## src/design/kms_pkg.sv

```systemverilog
// Package of constants, types and bus carrier for the key matrix scanner
//
// Behaviour
// [RQ1] Rows 1-8, columns 1-20 bound each pass
// [RQ2] Visit every configured position, 160 at most
// [RQ3] 128 kHz scan tick, full pass ~1.2 ms
// [RQ4] Idle drives all column outputs high
// [RQ5] Idle row change requests clock, starts scan
// [RQ6] Idle clears row-hit and key-index counters
// [RQ7] Row counter wraps, column steps, then scan end
// [RQ8] Key index counts every scanned position
// [RQ9] Modifier index table, others go to buffer
// [RQ10] Two-plus hits in column OR rows in
// [RQ11] Hit on earlier-hit row sets ghost status
// [RQ12] Ghosted key locked out of reporting
// [RQ13] Scan end rescans when any key seen
// [RQ14] No key: back to idle, drop request
// [RQ15] Key codes kept in 16-entry buffer
// [RQ16] Codes held until read or overflow; on overflow only the new code is dropped, held codes stay until read
// [RQ17] Row inputs synchronised, debounced, glitch filtered
// [RQ18] Host polls key status register
// [RQ19] Overflow drops new codes, sets sticky flag
`default_nettype none

package kms_pkg;

  // ------------------------------------------------------------
  // Timing
  // ------------------------------------------------------------
  localparam int CLK_HZ = 100_000_000;
  localparam int SCAN_HZ = 128_000;
  localparam int PASS_TIME_US = 1200;
  localparam int TICK_CYC = CLK_HZ / SCAN_HZ;
  localparam int DIV_W = 10;
  localparam int DEB_CYC = 16;

  // ------------------------------------------------------------
  // Geometry and buffer
  // ------------------------------------------------------------
  localparam int MAX_ROWS = 8;
  localparam int MAX_COLS = 20;
  localparam int MAX_KEYS = 160;
  localparam int KBUF_DEPTH = 16;
  localparam int MOD_N = 4;

  // ------------------------------------------------------------
  // Register offsets
  // ------------------------------------------------------------
  localparam logic [7:0] REG_CTRL = 8'h00;
  localparam logic [7:0] REG_STS = 8'h04;
  localparam logic [7:0] REG_MASK = 8'h08;
  localparam logic [7:0] REG_KEY = 8'h0c;
  localparam logic [7:0] REG_INFO = 8'h10;
  localparam logic [7:0] REG_MODST = 8'h14;
  localparam logic [7:0] REG_MODTAB = 8'h18;

  // ------------------------------------------------------------
  // Field positions and reset values
  // ------------------------------------------------------------
  localparam int CTRL_EN_BIT = 0;
  localparam int CTRL_ROWS_LSB = 4;
  localparam int CTRL_COLS_LSB = 8;
  localparam int STS_KEY_BIT = 0;
  localparam int STS_GHOST_BIT = 1;
  localparam int STS_OVF_BIT = 2;
  localparam int STS_MOD_BIT = 3;
  localparam int STS_W = 4;
  localparam int KEY_VALID_BIT = 8;
  localparam int INFO_CNT_LSB = 0;
  localparam int INFO_STATE_LSB = 8;
  localparam int INFO_IDX_LSB = 16;
  localparam logic [3:0] ROWS_RST = 4'h8;
  localparam logic [4:0] COLS_RST = 5'h14;
  localparam logic [7:0] MODTAB_RST = 8'hff;

  // ------------------------------------------------------------
  // Types
  // ------------------------------------------------------------
  typedef enum logic [1:0] {KMS_IDLE, KMS_SCAN, KMS_END} kms_state_e;

  typedef struct packed {
    logic [7:0] addr;
    logic [31:0] wdata;
    logic wr;
    logic rd;
  } kms_bus_req_s;

endpackage

`default_nettype wire

```

## src/design/kms_rowfilt.sv

```systemverilog
// Row input synchroniser and stability filter for the key matrix scanner
`default_nettype none

module kms_rowfilt #(
  parameter int W = 8,
  parameter int STABLE = 16
) (
  // Clock and reset
  input wire logic clock,
  input wire logic srst,
  // Raw pins and filtered rows
  input wire logic [W-1:0] raw,
  output logic [W-1:0] filt
);
  import kms_pkg::*;

  localparam int CW = $clog2(STABLE + 1);

  generate
    if (STABLE < 1 || STABLE > TICK_CYC / 2) begin : g_bad_stable
      $error("kms_rowfilt: STABLE must settle well inside one scan tick");
    end
  endgenerate

  typedef struct packed {
    logic [W-1:0] sync1;
    logic [W-1:0] sync2;
    logic [W-1:0] cand;
    logic [CW-1:0] cnt;
    logic [W-1:0] filt;
  } kms_filt_s;

  kms_filt_s st_q, st_d;

  // ------------------------------------------------------------
  // Filter: rows must hold one value STABLE cycles
  // ------------------------------------------------------------
  always_comb begin
    st_d = st_q;
    st_d.sync1 = raw;
    st_d.sync2 = st_q.sync1;
    if (st_q.sync2 != st_q.cand) begin
      st_d.cand = st_q.sync2; // [RQ17]
      st_d.cnt = '0;
    end else if (st_q.cnt == CW'(STABLE)) begin
      st_d.filt = st_q.cand; // [RQ17]
    end else begin
      st_d.cnt = st_q.cnt + CW'(1);
    end
  end

  always_ff @(posedge clock) begin
    if (srst) begin
      st_q <= '0;
    end else begin
      st_q <= st_d;
    end
  end

  assign filt = st_q.filt;

endmodule // kms_rowfilt

`default_nettype wire

```

## src/design/kms_scanner.sv

```systemverilog
// Key matrix scanner: scan controller, key buffer, registers and interrupt
`default_nettype none

module kms_scanner #(
  parameter int DEPTH = kms_pkg::KBUF_DEPTH,
  parameter int NMOD = kms_pkg::MOD_N,
  parameter int DEB = kms_pkg::DEB_CYC
) (
  // Clock and reset
  input wire logic clock,
  input wire logic srst,
  // Register port
  input wire kms_pkg::kms_bus_req_s bus_req,
  output logic [31:0] bus_rdata,
  output logic irq,
  // Matrix pins
  input wire logic [kms_pkg::MAX_ROWS-1:0] row_in,
  output logic [kms_pkg::MAX_COLS-1:0] col_out,
  // Scan clock request
  input wire logic clk_other_en,
  output logic clk_req
);
  import kms_pkg::*;

  localparam int AW = $clog2(DEPTH);

  generate
    if (DEPTH < 2 || (DEPTH & (DEPTH - 1)) != 0) begin : g_bad_depth
      $error("kms_scanner: DEPTH must be a power of two, at least 2");
    end
    if (NMOD < 1 || NMOD > 8) begin : g_bad_nmod
      $error("kms_scanner: NMOD must be 1 to 8");
    end
    if (TICK_CYC >= 2 ** DIV_W) begin : g_bad_div
      $error("kms_scanner: divider too narrow");
    end
  endgenerate

  typedef struct packed {
    kms_state_e state;
    logic cfg_en;
    logic [3:0] cfg_rows;
    logic [4:0] cfg_cols;
    logic [STS_W-1:0] mask;
    logic [STS_W-1:0] sts;
    logic [NMOD-1:0][7:0] modtab;
    logic [NMOD-1:0] modst;
    logic [DIV_W-1:0] divc;
    logic [2:0] row;
    logic [4:0] col;
    logic [7:0] keyidx;
    logic [7:0] rowhit;
    logic anykey;
    logic [MAX_ROWS-1:0] prev_rows;
    logic [MAX_KEYS-1:0] pressed;
    logic [DEPTH-1:0][7:0] kbuf;
    logic [AW-1:0] wp;
    logic [AW-1:0] rp;
    logic [AW:0] cnt;
    logic [MAX_COLS-1:0] col_out;
    logic clk_req;
    logic irq;
    logic [31:0] rdata;
  } kms_st_s;

  kms_st_s st_q, st_d;

  // ------------------------------------------------------------
  // Helpers
  // ------------------------------------------------------------
  function automatic logic [3:0] popcnt(input logic [MAX_ROWS-1:0] v);
    logic [3:0] s;
    s = '0;
    for (int i = 0; i < MAX_ROWS; i++) begin
      s = s + 4'(v[i]);
    end
    return s;
  endfunction

  // Out-of-range counts fall back to the full matrix
  function automatic logic [4:0] clamp(input logic [4:0] v, input logic [4:0] mx);
    return (v == 5'h00 || v > mx) ? mx : v;
  endfunction

  // ------------------------------------------------------------
  // Row filter
  // ------------------------------------------------------------
  logic [MAX_ROWS-1:0] rows_f;

  kms_rowfilt #(
    .W(MAX_ROWS),
    .STABLE(DEB)
  ) u_rowfilt (
    .clock(clock),
    .srst(srst),
    .raw(row_in),
    .filt(rows_f)
  );

  // ------------------------------------------------------------
  // Next-state logic
  // ------------------------------------------------------------
  logic tick;
  logic push;
  logic pop;
  logic hit;
  logic ghost;
  logic [7:0] code;
  logic [STS_W-1:0] evt;
  logic [STS_W-1:0] clr;
  logic [4:0] nrows;
  logic [4:0] ncols;
  logic [AW:0] cnt_pop;
  logic mod_hit;

  always_comb begin
    st_d = st_q;
    tick = 1'b0;
    push = 1'b0;
    pop = 1'b0;
    ghost = 1'b0;
    mod_hit = 1'b0;
    code = st_q.keyidx;
    evt = '0;
    clr = '0;
    nrows = clamp({1'b0, st_q.cfg_rows}, 5'(MAX_ROWS)); // [RQ1]
    ncols = clamp(st_q.cfg_cols, 5'(MAX_COLS)); // [RQ1]
    hit = rows_f[st_q.row];

    // Register writes
    if (bus_req.wr) begin
      case (bus_req.addr)
        REG_CTRL: begin
          st_d.cfg_en = bus_req.wdata[CTRL_EN_BIT];
          st_d.cfg_rows = bus_req.wdata[CTRL_ROWS_LSB +: 4];
          st_d.cfg_cols = bus_req.wdata[CTRL_COLS_LSB +: 5];
        end
        REG_STS: clr = bus_req.wdata[STS_W-1:0];
        REG_MASK: st_d.mask = bus_req.wdata[STS_W-1:0];
        default: ;
      endcase
      for (int i = 0; i < NMOD; i++) begin
        if (bus_req.addr == REG_MODTAB + 8'(4 * i)) begin
          st_d.modtab[i] = bus_req.wdata[7:0];
        end
      end
    end

    // Register reads, data in the following cycle only
    st_d.rdata = '0;
    if (bus_req.rd) begin
      case (bus_req.addr)
        REG_CTRL: begin
          st_d.rdata[CTRL_EN_BIT] = st_q.cfg_en;
          st_d.rdata[CTRL_ROWS_LSB +: 4] = st_q.cfg_rows;
          st_d.rdata[CTRL_COLS_LSB +: 5] = st_q.cfg_cols;
        end
        REG_STS: st_d.rdata[STS_W-1:0] = st_q.sts; // [RQ18]
        REG_MASK: st_d.rdata[STS_W-1:0] = st_q.mask;
        REG_KEY: begin
          if (st_q.cnt != '0) begin
            st_d.rdata[KEY_VALID_BIT:0] = {1'b1, st_q.kbuf[st_q.rp]};
            pop = 1'b1; // [RQ16]
          end
        end
        REG_INFO: begin
          st_d.rdata[INFO_CNT_LSB +: AW + 1] = st_q.cnt;
          st_d.rdata[INFO_STATE_LSB +: 2] = st_q.state;
          st_d.rdata[INFO_IDX_LSB +: 8] = st_q.keyidx;
        end
        REG_MODST: st_d.rdata[NMOD-1:0] = st_q.modst;
        default: ;
      endcase
      for (int i = 0; i < NMOD; i++) begin
        if (bus_req.addr == REG_MODTAB + 8'(4 * i)) begin
          st_d.rdata[7:0] = st_q.modtab[i];
        end
      end
    end

    // Scan tick divider, runs only while the scan clock is on
    if (st_q.state == KMS_IDLE || !(st_q.clk_req || clk_other_en)) begin
      st_d.divc = '0;
    end else if (st_q.divc == DIV_W'(TICK_CYC - 1)) begin
      st_d.divc = '0;
      tick = 1'b1; // [RQ3]
    end else begin
      st_d.divc = st_q.divc + DIV_W'(1);
    end

    // Scan controller
    case (st_q.state)
      KMS_IDLE: begin
        st_d.rowhit = '0; // [RQ6]
        st_d.keyidx = '0; // [RQ6]
        st_d.row = '0;
        st_d.col = '0;
        st_d.anykey = 1'b0;
        st_d.prev_rows = rows_f;
        if (st_q.cfg_en && rows_f != st_q.prev_rows) begin
          st_d.state = KMS_SCAN; // [RQ5]
        end
      end
      KMS_SCAN: begin
        if (tick) begin
          ghost = hit && st_q.rowhit[st_q.row]; // [RQ11]
          if (ghost) begin
            evt[STS_GHOST_BIT] = 1'b1; // [RQ11]
          end
          if (hit) begin
            st_d.anykey = 1'b1;
          end
          for (int m = 0; m < NMOD; m++) begin
            if (st_q.modtab[m] == st_q.keyidx) begin
              mod_hit = 1'b1; // [RQ9]
              st_d.modst[m] = hit && !ghost;
              if (st_d.modst[m] != st_q.modst[m]) begin
                evt[STS_MOD_BIT] = 1'b1;
              end
            end
          end
          // Ghosted keys stay unreported until the ghost clears
          st_d.pressed[st_q.keyidx] = hit && !ghost; // [RQ12]
          if (!mod_hit && hit && !ghost && !st_q.pressed[st_q.keyidx]) begin
            push = 1'b1; // [RQ9]
          end
          st_d.keyidx = st_q.keyidx + 8'h01; // [RQ8]
          if ({2'b00, st_q.row} == nrows - 5'h01) begin
            if (popcnt(rows_f) >= 4'h2) begin
              st_d.rowhit = st_q.rowhit | rows_f; // [RQ10]
            end
            st_d.row = '0; // [RQ7]
            if (st_q.col == ncols - 5'h01) begin
              st_d.state = KMS_END; // [RQ7] [RQ2]
            end else begin
              st_d.col = st_q.col + 5'h01; // [RQ7]
            end
          end else begin
            st_d.row = st_q.row + 3'h1; // [RQ7]
          end
        end
      end
      KMS_END: begin
        if (tick) begin
          st_d.row = '0;
          st_d.col = '0;
          st_d.keyidx = '0;
          st_d.rowhit = '0;
          st_d.anykey = 1'b0;
          st_d.prev_rows = rows_f;
          st_d.state = st_q.anykey ? KMS_SCAN : KMS_IDLE; // [RQ13] [RQ14]
        end
      end
      default: st_d.state = KMS_IDLE;
    endcase

    // Key code buffer
    if (pop) begin
      st_d.rp = st_q.rp + AW'(1);
    end
    cnt_pop = st_q.cnt - (AW + 1)'(pop);
    st_d.cnt = cnt_pop;
    if (push) begin
      if (cnt_pop == (AW + 1)'(DEPTH)) begin
        evt[STS_OVF_BIT] = 1'b1; // [RQ19]
      end else begin
        st_d.kbuf[st_q.wp] = code; // [RQ15]
        st_d.wp = st_q.wp + AW'(1);
        st_d.cnt = cnt_pop + (AW + 1)'(1);
        evt[STS_KEY_BIT] = 1'b1;
      end
    end

    // Sticky status, a new event wins over a clear
    st_d.sts = (st_q.sts & ~clr) | evt; // [RQ19]
    st_d.irq = |(st_d.sts & st_d.mask);
    st_d.clk_req = (st_d.state != KMS_IDLE) && !clk_other_en; // [RQ5] [RQ14]
    if (st_d.state == KMS_SCAN) begin
      st_d.col_out = MAX_COLS'(1) << st_d.col;
    end else begin
      st_d.col_out = '1; // [RQ4]
    end
  end

  // ------------------------------------------------------------
  // State register
  // ------------------------------------------------------------
  always_ff @(posedge clock) begin
    if (srst) begin
      st_q <= '0;
      st_q.state <= KMS_IDLE;
      st_q.cfg_rows <= ROWS_RST;
      st_q.cfg_cols <= COLS_RST;
      st_q.modtab <= {NMOD{MODTAB_RST}};
      st_q.col_out <= '1;
    end else begin
      st_q <= st_d;
    end
  end

  assign bus_rdata = st_q.rdata;
  assign irq = st_q.irq;
  assign col_out = st_q.col_out;
  assign clk_req = st_q.clk_req;
endmodule // kms_scanner

`default_nettype wire

```

## config.mk

```make
export PLATFORM = sky130hd
export DESIGN_NAME = kms_scanner
export DESIGN_NICKNAME = d
export VERILOG_FILES = /design/src/design/kms_pkg.sv /design/src/design/kms_rowfilt.sv /design/src/design/kms_scanner.sv
export SDC_FILE = /design/constraint.sdc
export NUM_CORES = 1
export LEC_CHECK = 0
export ABC_AREA = 1
export BUFFER_PORTS_ARGS = -buffer_cell sky130_fd_sc_hd__buf_2
export CORE_UTILIZATION = 50
export DETAILED_ROUTE_END_ITERATION = 8
export PLACE_DENSITY_LB_ADDON = 0.1
export SLEW_MARGIN = 20
export SYNTH_ARGS = -nofsm -noshare
export SYNTH_HDL_FRONTEND = slang
export SYNTH_SLANG_ARGS = --single-unit
```

## constraint.sdc

```tcl
create_clock -name clock -period 3.9 [get_ports clock]
set_input_delay 0.78 -clock clock [delete_from_list [all_inputs] [get_ports clock]]
set_output_delay 0.78 -clock clock [all_outputs]
set_load 0.005 [all_outputs]
```

==> results of run 1 <==
==> state kept, by name, indices dropped and copies added, names as in the netlist <==
name            flops
col_out            20
bus_rdata          21
st_q              392
code                8
u_rowfilt.filt      8
clk_req             1
u_rowfilt.st_q     21
u_rowfilt.st_d      8
irq                 1
==> logic make-up (layout without fill, tap and decap cells) <==
group | Yosys count | in the layout | synth area share, %
muxes | 1 | 1 | 0.04739
DFF | 480 | 480 | 40.44
and+or+nand+nor | 1518 | 1518 | 25.95
xor gates and xnor gates | 46 | 46 | 1.695
buffers and inverters | 672 | 635 | 12.26
AOI/OAI and AO/OA | 696 | 696 | 17.99
other | 1 | 11 | 0.01578
adders and majority gates | 28 | 28 | 1.601
==> report_power, final <==
group / total (mW) / leakage, nW / internal (mW) / switching [mW]
Combinational: 0.157 / 6.74 / 0.0378 / 0.119
Sequential: 4.92 / 3.87 / 4.92 / 0.00622
Clock: 5.13 / 0.878 / 3.08 / 2.05
==> critical path: cells and delay by family (launching register included) <==
| kind | cells | cell delay, ns |
|---|---|---|
| and+or+nand+nor | 1 | 0.11 |
| adders and majority gates | 5 | 1.93 |
| buffers and inverters | 3 | 0.16 |
| DFF | 1 | 0.36 |
| AOI/OAI and AO/OA | 4 | 0.88 |
==> path summary, 6_finish.rpt <==
path | startpoint | to | slack (ns) | cells past startpoint
worst max-delay path | u_rowfilt.filt[1]$_SDFFE_PP0P_ | st_q[367]$_SDFFE_PP0P_ | 0.38 | 13
worst min-delay path | clk_other_en | clk_req$_SDFF_PP0_ | 0.37 | 2
worst max register to register | u_rowfilt.filt[1]$_SDFFE_PP0P_ | st_q[367]$_SDFFE_PP0P_ | 0.38 | 13
worst min register to register | u_rowfilt.st_d[24]$_SDFF_PP0_ | u_rowfilt.st_q[24]$_SDFF_PP0_ | 0.40 | 2
==> metal layers <==
metal | track usage [%] | wire [um] | share of wire [%] | up-vias
li1 | - | - | - | 10970
met1 | 35.81 | 29370 | 46 | 10010
met2 | 41.99 | 29020 | 46 | 579
met3 | 3.064 | 3589 | 5.6 | 116
met4 | 8.989 | 1720 | 2.7 | 0
met5 | 0 | 0 | 0 | -
==> final cells by class <==
type	instances	area (um^2)	area share, %
well taps	607	759.5	2.925
inverters	388	1466	5.647
multi-input cells	2300	11350	43.72
repair buffers	149	997.2	3.840
clock inverters	16	209.0	0.8047
flip-flops and latches	480	9615	37.03
clock buffers	82	1568	6.037
==> metrics by stage <==
stage / setup TNS [ns] / setup slack [ns] / std cells / power (mW) / instance area [um^2]
after floorplan: 0 / 0.3188 / 3452 / 5.135 / 23800
after global placement: 0 / 0.09834 / 3924 / 5.183 / 24190
after detailed placement: -0.004249 / -0.003336 / 3924 / 5.185 / 24190
after CTS: 0 / 0.3489 / 4022 / 10.29 / 25970
after global routing: 0 / 0.04083 / 4022 / 10.51 / 25970
final: 0 / 0.3760 / 4022 / 10.21 / 25970
==> cell usage in the layout (no fill, tap or decap), types with 4 or more instances in the layout <==
cell / instances
nand2_1: 783
nor2_1: 519
dfxtp_1: 477
inv_1: 379
a21oi_1: 294
a311oi_1: 160
o21ai_0: 154
nand3_1: 130
buf_2: 75
buf_4: 68
clkbuf_16: 55
xnor2_1: 31
o211ai_1: 29
nor3_1: 27
ha_1: 24
o21ai_1: 22
clkbuf_1: 18
nand4_1: 15
xor2_1: 15
conb_1: 11
clkinv_2: 10
clkbuf_8: 9
nand3_2: 8
a31oi_1: 8
o221ai_1: 7
or2_2: 6
clkinv_1: 6
nor4_1: 6
a211oi_1: 5
nor4_4: 5
bufinv_16: 5
buf_12: 5
nand3_4: 4
a221oi_1: 4
nor3b_1: 4
fa_1: 4
==> impl_results.md, run 1 <==
* Outcome: finished with violations
* Failing checks: DRC
* Fill cell count at 4599
* Antenna Cells at 0
* Most numerous cell on the critical path: fa_1
* Critical-path top delay cell: fa_1
* Asr flop ratio synth at 0%
* Gr usage total at 26.03%
* Worst setup EP type: register
* Sequence of cells on the critical path: fa_1, inv_1, fa_1, fa_1, inv_1, ha_1, inv_1, fa_1, a21oi_1, o21ai_0, a21oi_1, nand2_1, a21oi_1
* First-pass GRT wire length at 101500 um
* RSZ-0062 raised after global routing: false
* Layout cells sized above 1 at 7.877%
* WP data arrival at 4.05 ns
* Top cells by area, synth: dfxtp_1 (40%), nand2_1 (12%), nor2_1 (8.2%)
* WL/cell at 15.84 um
* Total wire length at 63700 um
* Largest net degree at the start of global routing at 183
* CTS Root Cell: clkbuf_16
* Most common cell in the netlist: nand2_1
* DP Wirelength at 39920 um
* Post-synth EDFFs at 0
* CTS tree: done
* H-tree depth at 2
* Min-Delay Path Class: in -> reg
* Row count at 79
* # Max-Cap Violations at 0
* Placeable Area at 46750 um^2
* Max VDD drop at 0.3468 mV
* Worst skew pair latency at 0.61 ns
* DR DRC count at 20
* Worst EP required at 4.42 ns
* Full die area at 48400 um^2
* # Post-CTS Setup Buffers at 0
* Area Overhead vs Synth at 9.278%
* End-of-flow core utilization at 55.54%
* Crit path largest cell delay at 0.52 ns
* Via count at 21.67k
* Top-area cell type share of the netlist area at 40.44%
* Reg clk slew, reported paths at 0.06 ns
* CTS Sinks at 480
* Synth Flop Type: dfxtp_1
* Sequential fraction of the synthesis area at 40.44%
* Fmax at 283.8 MHz
* Number of distinct library cells after synthesis at 49
* WS Path Type: reg -> reg
* Ports at 107
* Post-cts hold buffer count at 0
* Antenna violations before repair at 0
* Worst-Margin Slew at 1.134 ns
* RePlAce Congestion at 0.9142
* Die Wd at 220.0 um
* Port buffer count at 76
* Number of global-route vias before repair at 19.37k
* Number of gates resized after cts at 0
* Avg Cell Area, Syn at 6.904 um^2
* Area leader, netlist: dfxtp_1
* Synthesized instance count at 3442
* CP max FO at 8
* Post-synth top cells: nand2_1 (784), nor2_1 (521), dfxtp_1 (480), inv_1 (380), a21oi_1 (294)
* Final period util at 90.36%
* Clock tree buffer depth at 3
* Synth Cell Area at 23760 um^2
* Iteration-0 DRC Markers at 1822
* Endpoints failing setup at 0
* DIE HEIGHT at 220.0 um
* Total gr overflow at 0
* Power Density at 393.1 nW/um^2
* Cts bufs inserted at 53
* Drt pass-1 iters at 9
* Vias/cell at 5.388
* Min Hold Slack at 0.3654 ns
* Critical path startpoint category: register
* Clock Skew at 0.02534 ns
* Slew Limit Fails at 0
* Slew headroom at 24.30%
* Syn. warnings at 0
* Starting Density at 50.83%
* Min Clock Period, post-route at 3.524 ns
* NumNets Final at 3453
* Register bit total from synthesis at 480
* Fin. Hold Viols at 0
* Antenna Violating Nets Remaining at 0
* Static Leakage at 11.50 nW
Power figures use the tool's default switching activity.
==> run 2: changes to the inputs <==
--- a/config.mk
+++ b/config.mk
@@ -7,6 +7,7 @@
 export LEC_CHECK = 0
 export ABC_AREA = 1
 export BUFFER_PORTS_ARGS = -buffer_cell sky130_fd_sc_hd__buf_2
+export CORE_ASPECT_RATIO = 1.4
 export CORE_UTILIZATION = 50
 export DETAILED_ROUTE_END_ITERATION = 8
 export PLACE_DENSITY_LB_ADDON = 0.1
==> run 2 against run 1 <==
Compared with the run above:
- the flow now finishes without violations
- worst setup slack got worse by 0.018 ns
- first-iteration DRC count shrank 14%
- count of clock-buffer cells in the layout fell by 7
- sequential cell count unchanged
- non-clock buffer count grew 9
- sequential power barely moved
- global-route usage grew 0.72 points
- critical endpoint unchanged
==> impl_results.md, run 2 (synthesis gave the netlist of run 1 again) <==
* Outcome: finished clean
* # Max-Cap Violations at 0
* Clock tree buffer depth at 3
* Full die area at 48410 um^2
* RePlAce Congestion at 0.9136
* Fin. Hold Viols at 0
* Worst setup EP type: register
* # Post-CTS Setup Buffers at 0
* Top reg by flops: st_q
* Slew headroom at 30.35%
* Sequence of cells on the critical path: fa_1, inv_1, fa_1, fa_1, inv_1, ha_1, inv_1, fa_1, a21oi_1, o21ai_0, a21oi_1, nand2_1, a21oi_1
* Antenna Cells at 0
* Wire length on met2 at 32070 um
* Worst-Margin Slew at 1.045 ns
* DP Wirelength at 41850 um
* NumNets Final at 3458
* WP data arrival at 4.04 ns
* Fmax at 282.3 MHz
* H-tree depth at 2
* RSZ-0062 raised after global routing: false
* End-of-flow core utilization at 55.42%
* Gr usage total at 26.75%
* Port buffer count at 76
* DIE HEIGHT at 259.9 um
* Post-Route Setup TNS at 0 ns
* Max reg flops at 392
* Endpoints failing setup at 0
* Slew Limit Fails at 0
* Ports at 107
* Starting Density at 50.64%
* Top Layer Used: met4
* Met3 WL post-DR at 3114 um
* Static Leakage at 11.51 nW
* Power Density at 386.2 nW/um^2
* Reg clk slew, reported paths at 0.06 ns
* Antenna violations before repair at 0
* Worst Path Buf+Inv at 3
* Drt pass-1 iters at 5
* CTS Sinks at 480
* WS Path Type: reg -> reg
* Die Wd at 186.2 um
* Antenna Violating Nets Remaining at 0
* Number of global-route vias before repair at 20.00k
* DR DRC count at 0
* Layout cells sized above 1 at 7.999%
* Total wire length at 65720 um
* Worst skew pair latency at 0.58 ns
* Final period util at 90.83%
* Min Clock Period, post-route at 3.542 ns
* Critical-path top delay cell: fa_1
* Most common cell after layout, fill and taps aside: nand2_1
* Most numerous cell on the critical path: fa_1
* Number of gates resized after cts at 0
* Largest net degree at the start of global routing at 186
* Clock Skew at 0.01432 ns
* Placeable Area at 46930 um^2
* Area Overhead vs Synth at 9.451%
* Critical path startpoint category: register
* CTS Root Cell: clkbuf_16
* Post-cts hold buffer count at 0
* Final worst slack at 0.3576 ns
* Min-Delay Path Class: in -> reg
* Commonest cells after routing, fill and taps aside: nand2_1 (783), nor2_1 (519), dfxtp_1 (477)
* Final Power at 10.05 mW
* First-pass GRT wire length at 103600 um
* CTS tree: done
* Cts bufs inserted at 49
* Via count at 21.81k
* Dpl ws at -0.1480 ns
* Row count at 94
* Crit path largest cell delay at 0.52 ns
* Largest delay contributor family on the critical path: adder cells
* Placed inst area at 24300 um^2
* Vias/cell at 5.402
* WL/cell at 16.28 um
* Max VDD drop at 0.3764 mV
* Total gr overflow at 0
* Worst EP required at 4.40 ns
* Routed met1 length at 27560 um
* Iteration-0 DRC Markers at 1559
* Finished Cell Area at 26010 um^2
* CP max FO at 8
run 2: cell types whose count changed in the layout (fill, tap and decap cells not counted), sizes merged:
cell	before	now
buf	149	158
clkbuf	82	75
clkinv	16	10
bufinv	5	6
inv	383	384
run 2: report_power, final:
part | internal, mW | switching, mW | total [mW] | leakage (nW)
clock | 3.01 | 1.95 | 4.96 | 0.838
combinational | 0.0395 | 0.123 | 0.163 | 6.80
sequential | 4.91 | 0.00604 | 4.92 | 3.87
total | 7.96 | 2.08 | 10.0 | 11.5
run 2: worst paths after layout:
check,from,end,slack [ns],depth (start not counted)
min,clk_other_en,clk_req$_SDFF_PP0_,0.38,2
max,u_rowfilt.filt[1]$_SDFFE_PP0P_,st_q[367]$_SDFFE_PP0P_,0.36,13
min reg2reg,u_rowfilt.st_d[25]$_SDFF_PP0_,u_rowfilt.st_q[25]$_SDFF_PP0_,0.40,2
max reg2reg,u_rowfilt.filt[1]$_SDFFE_PP0P_,st_q[367]$_SDFFE_PP0P_,0.36,13
run 2: layout make-up:
cell class              count  area [um^2]
fillers                  4548        20920
multi-input cells        2300        11350
flip-flops and latches    480         9615
clock buffers              75         1486
inverters                 388         1466
repair buffers            158         1090
well taps                 624        780.7
clock inverters            12        217.7
run 2: layer usage:
metal	vias up	global-route usage (%)
met5	-	0
met2	643	46.68
met4	0	12.52
li1	10970	-
met1	10050	32.80
met3	147	2.605
run 2: stage by stage:
stage	hold WS, ns	std cells
floorplan	0.3883	3452
global placement	0.3908	3950
detailed placement	0.3973	3950
CTS	0.3626	4037
global route	0.3660	4037
finish	0.3808	4037
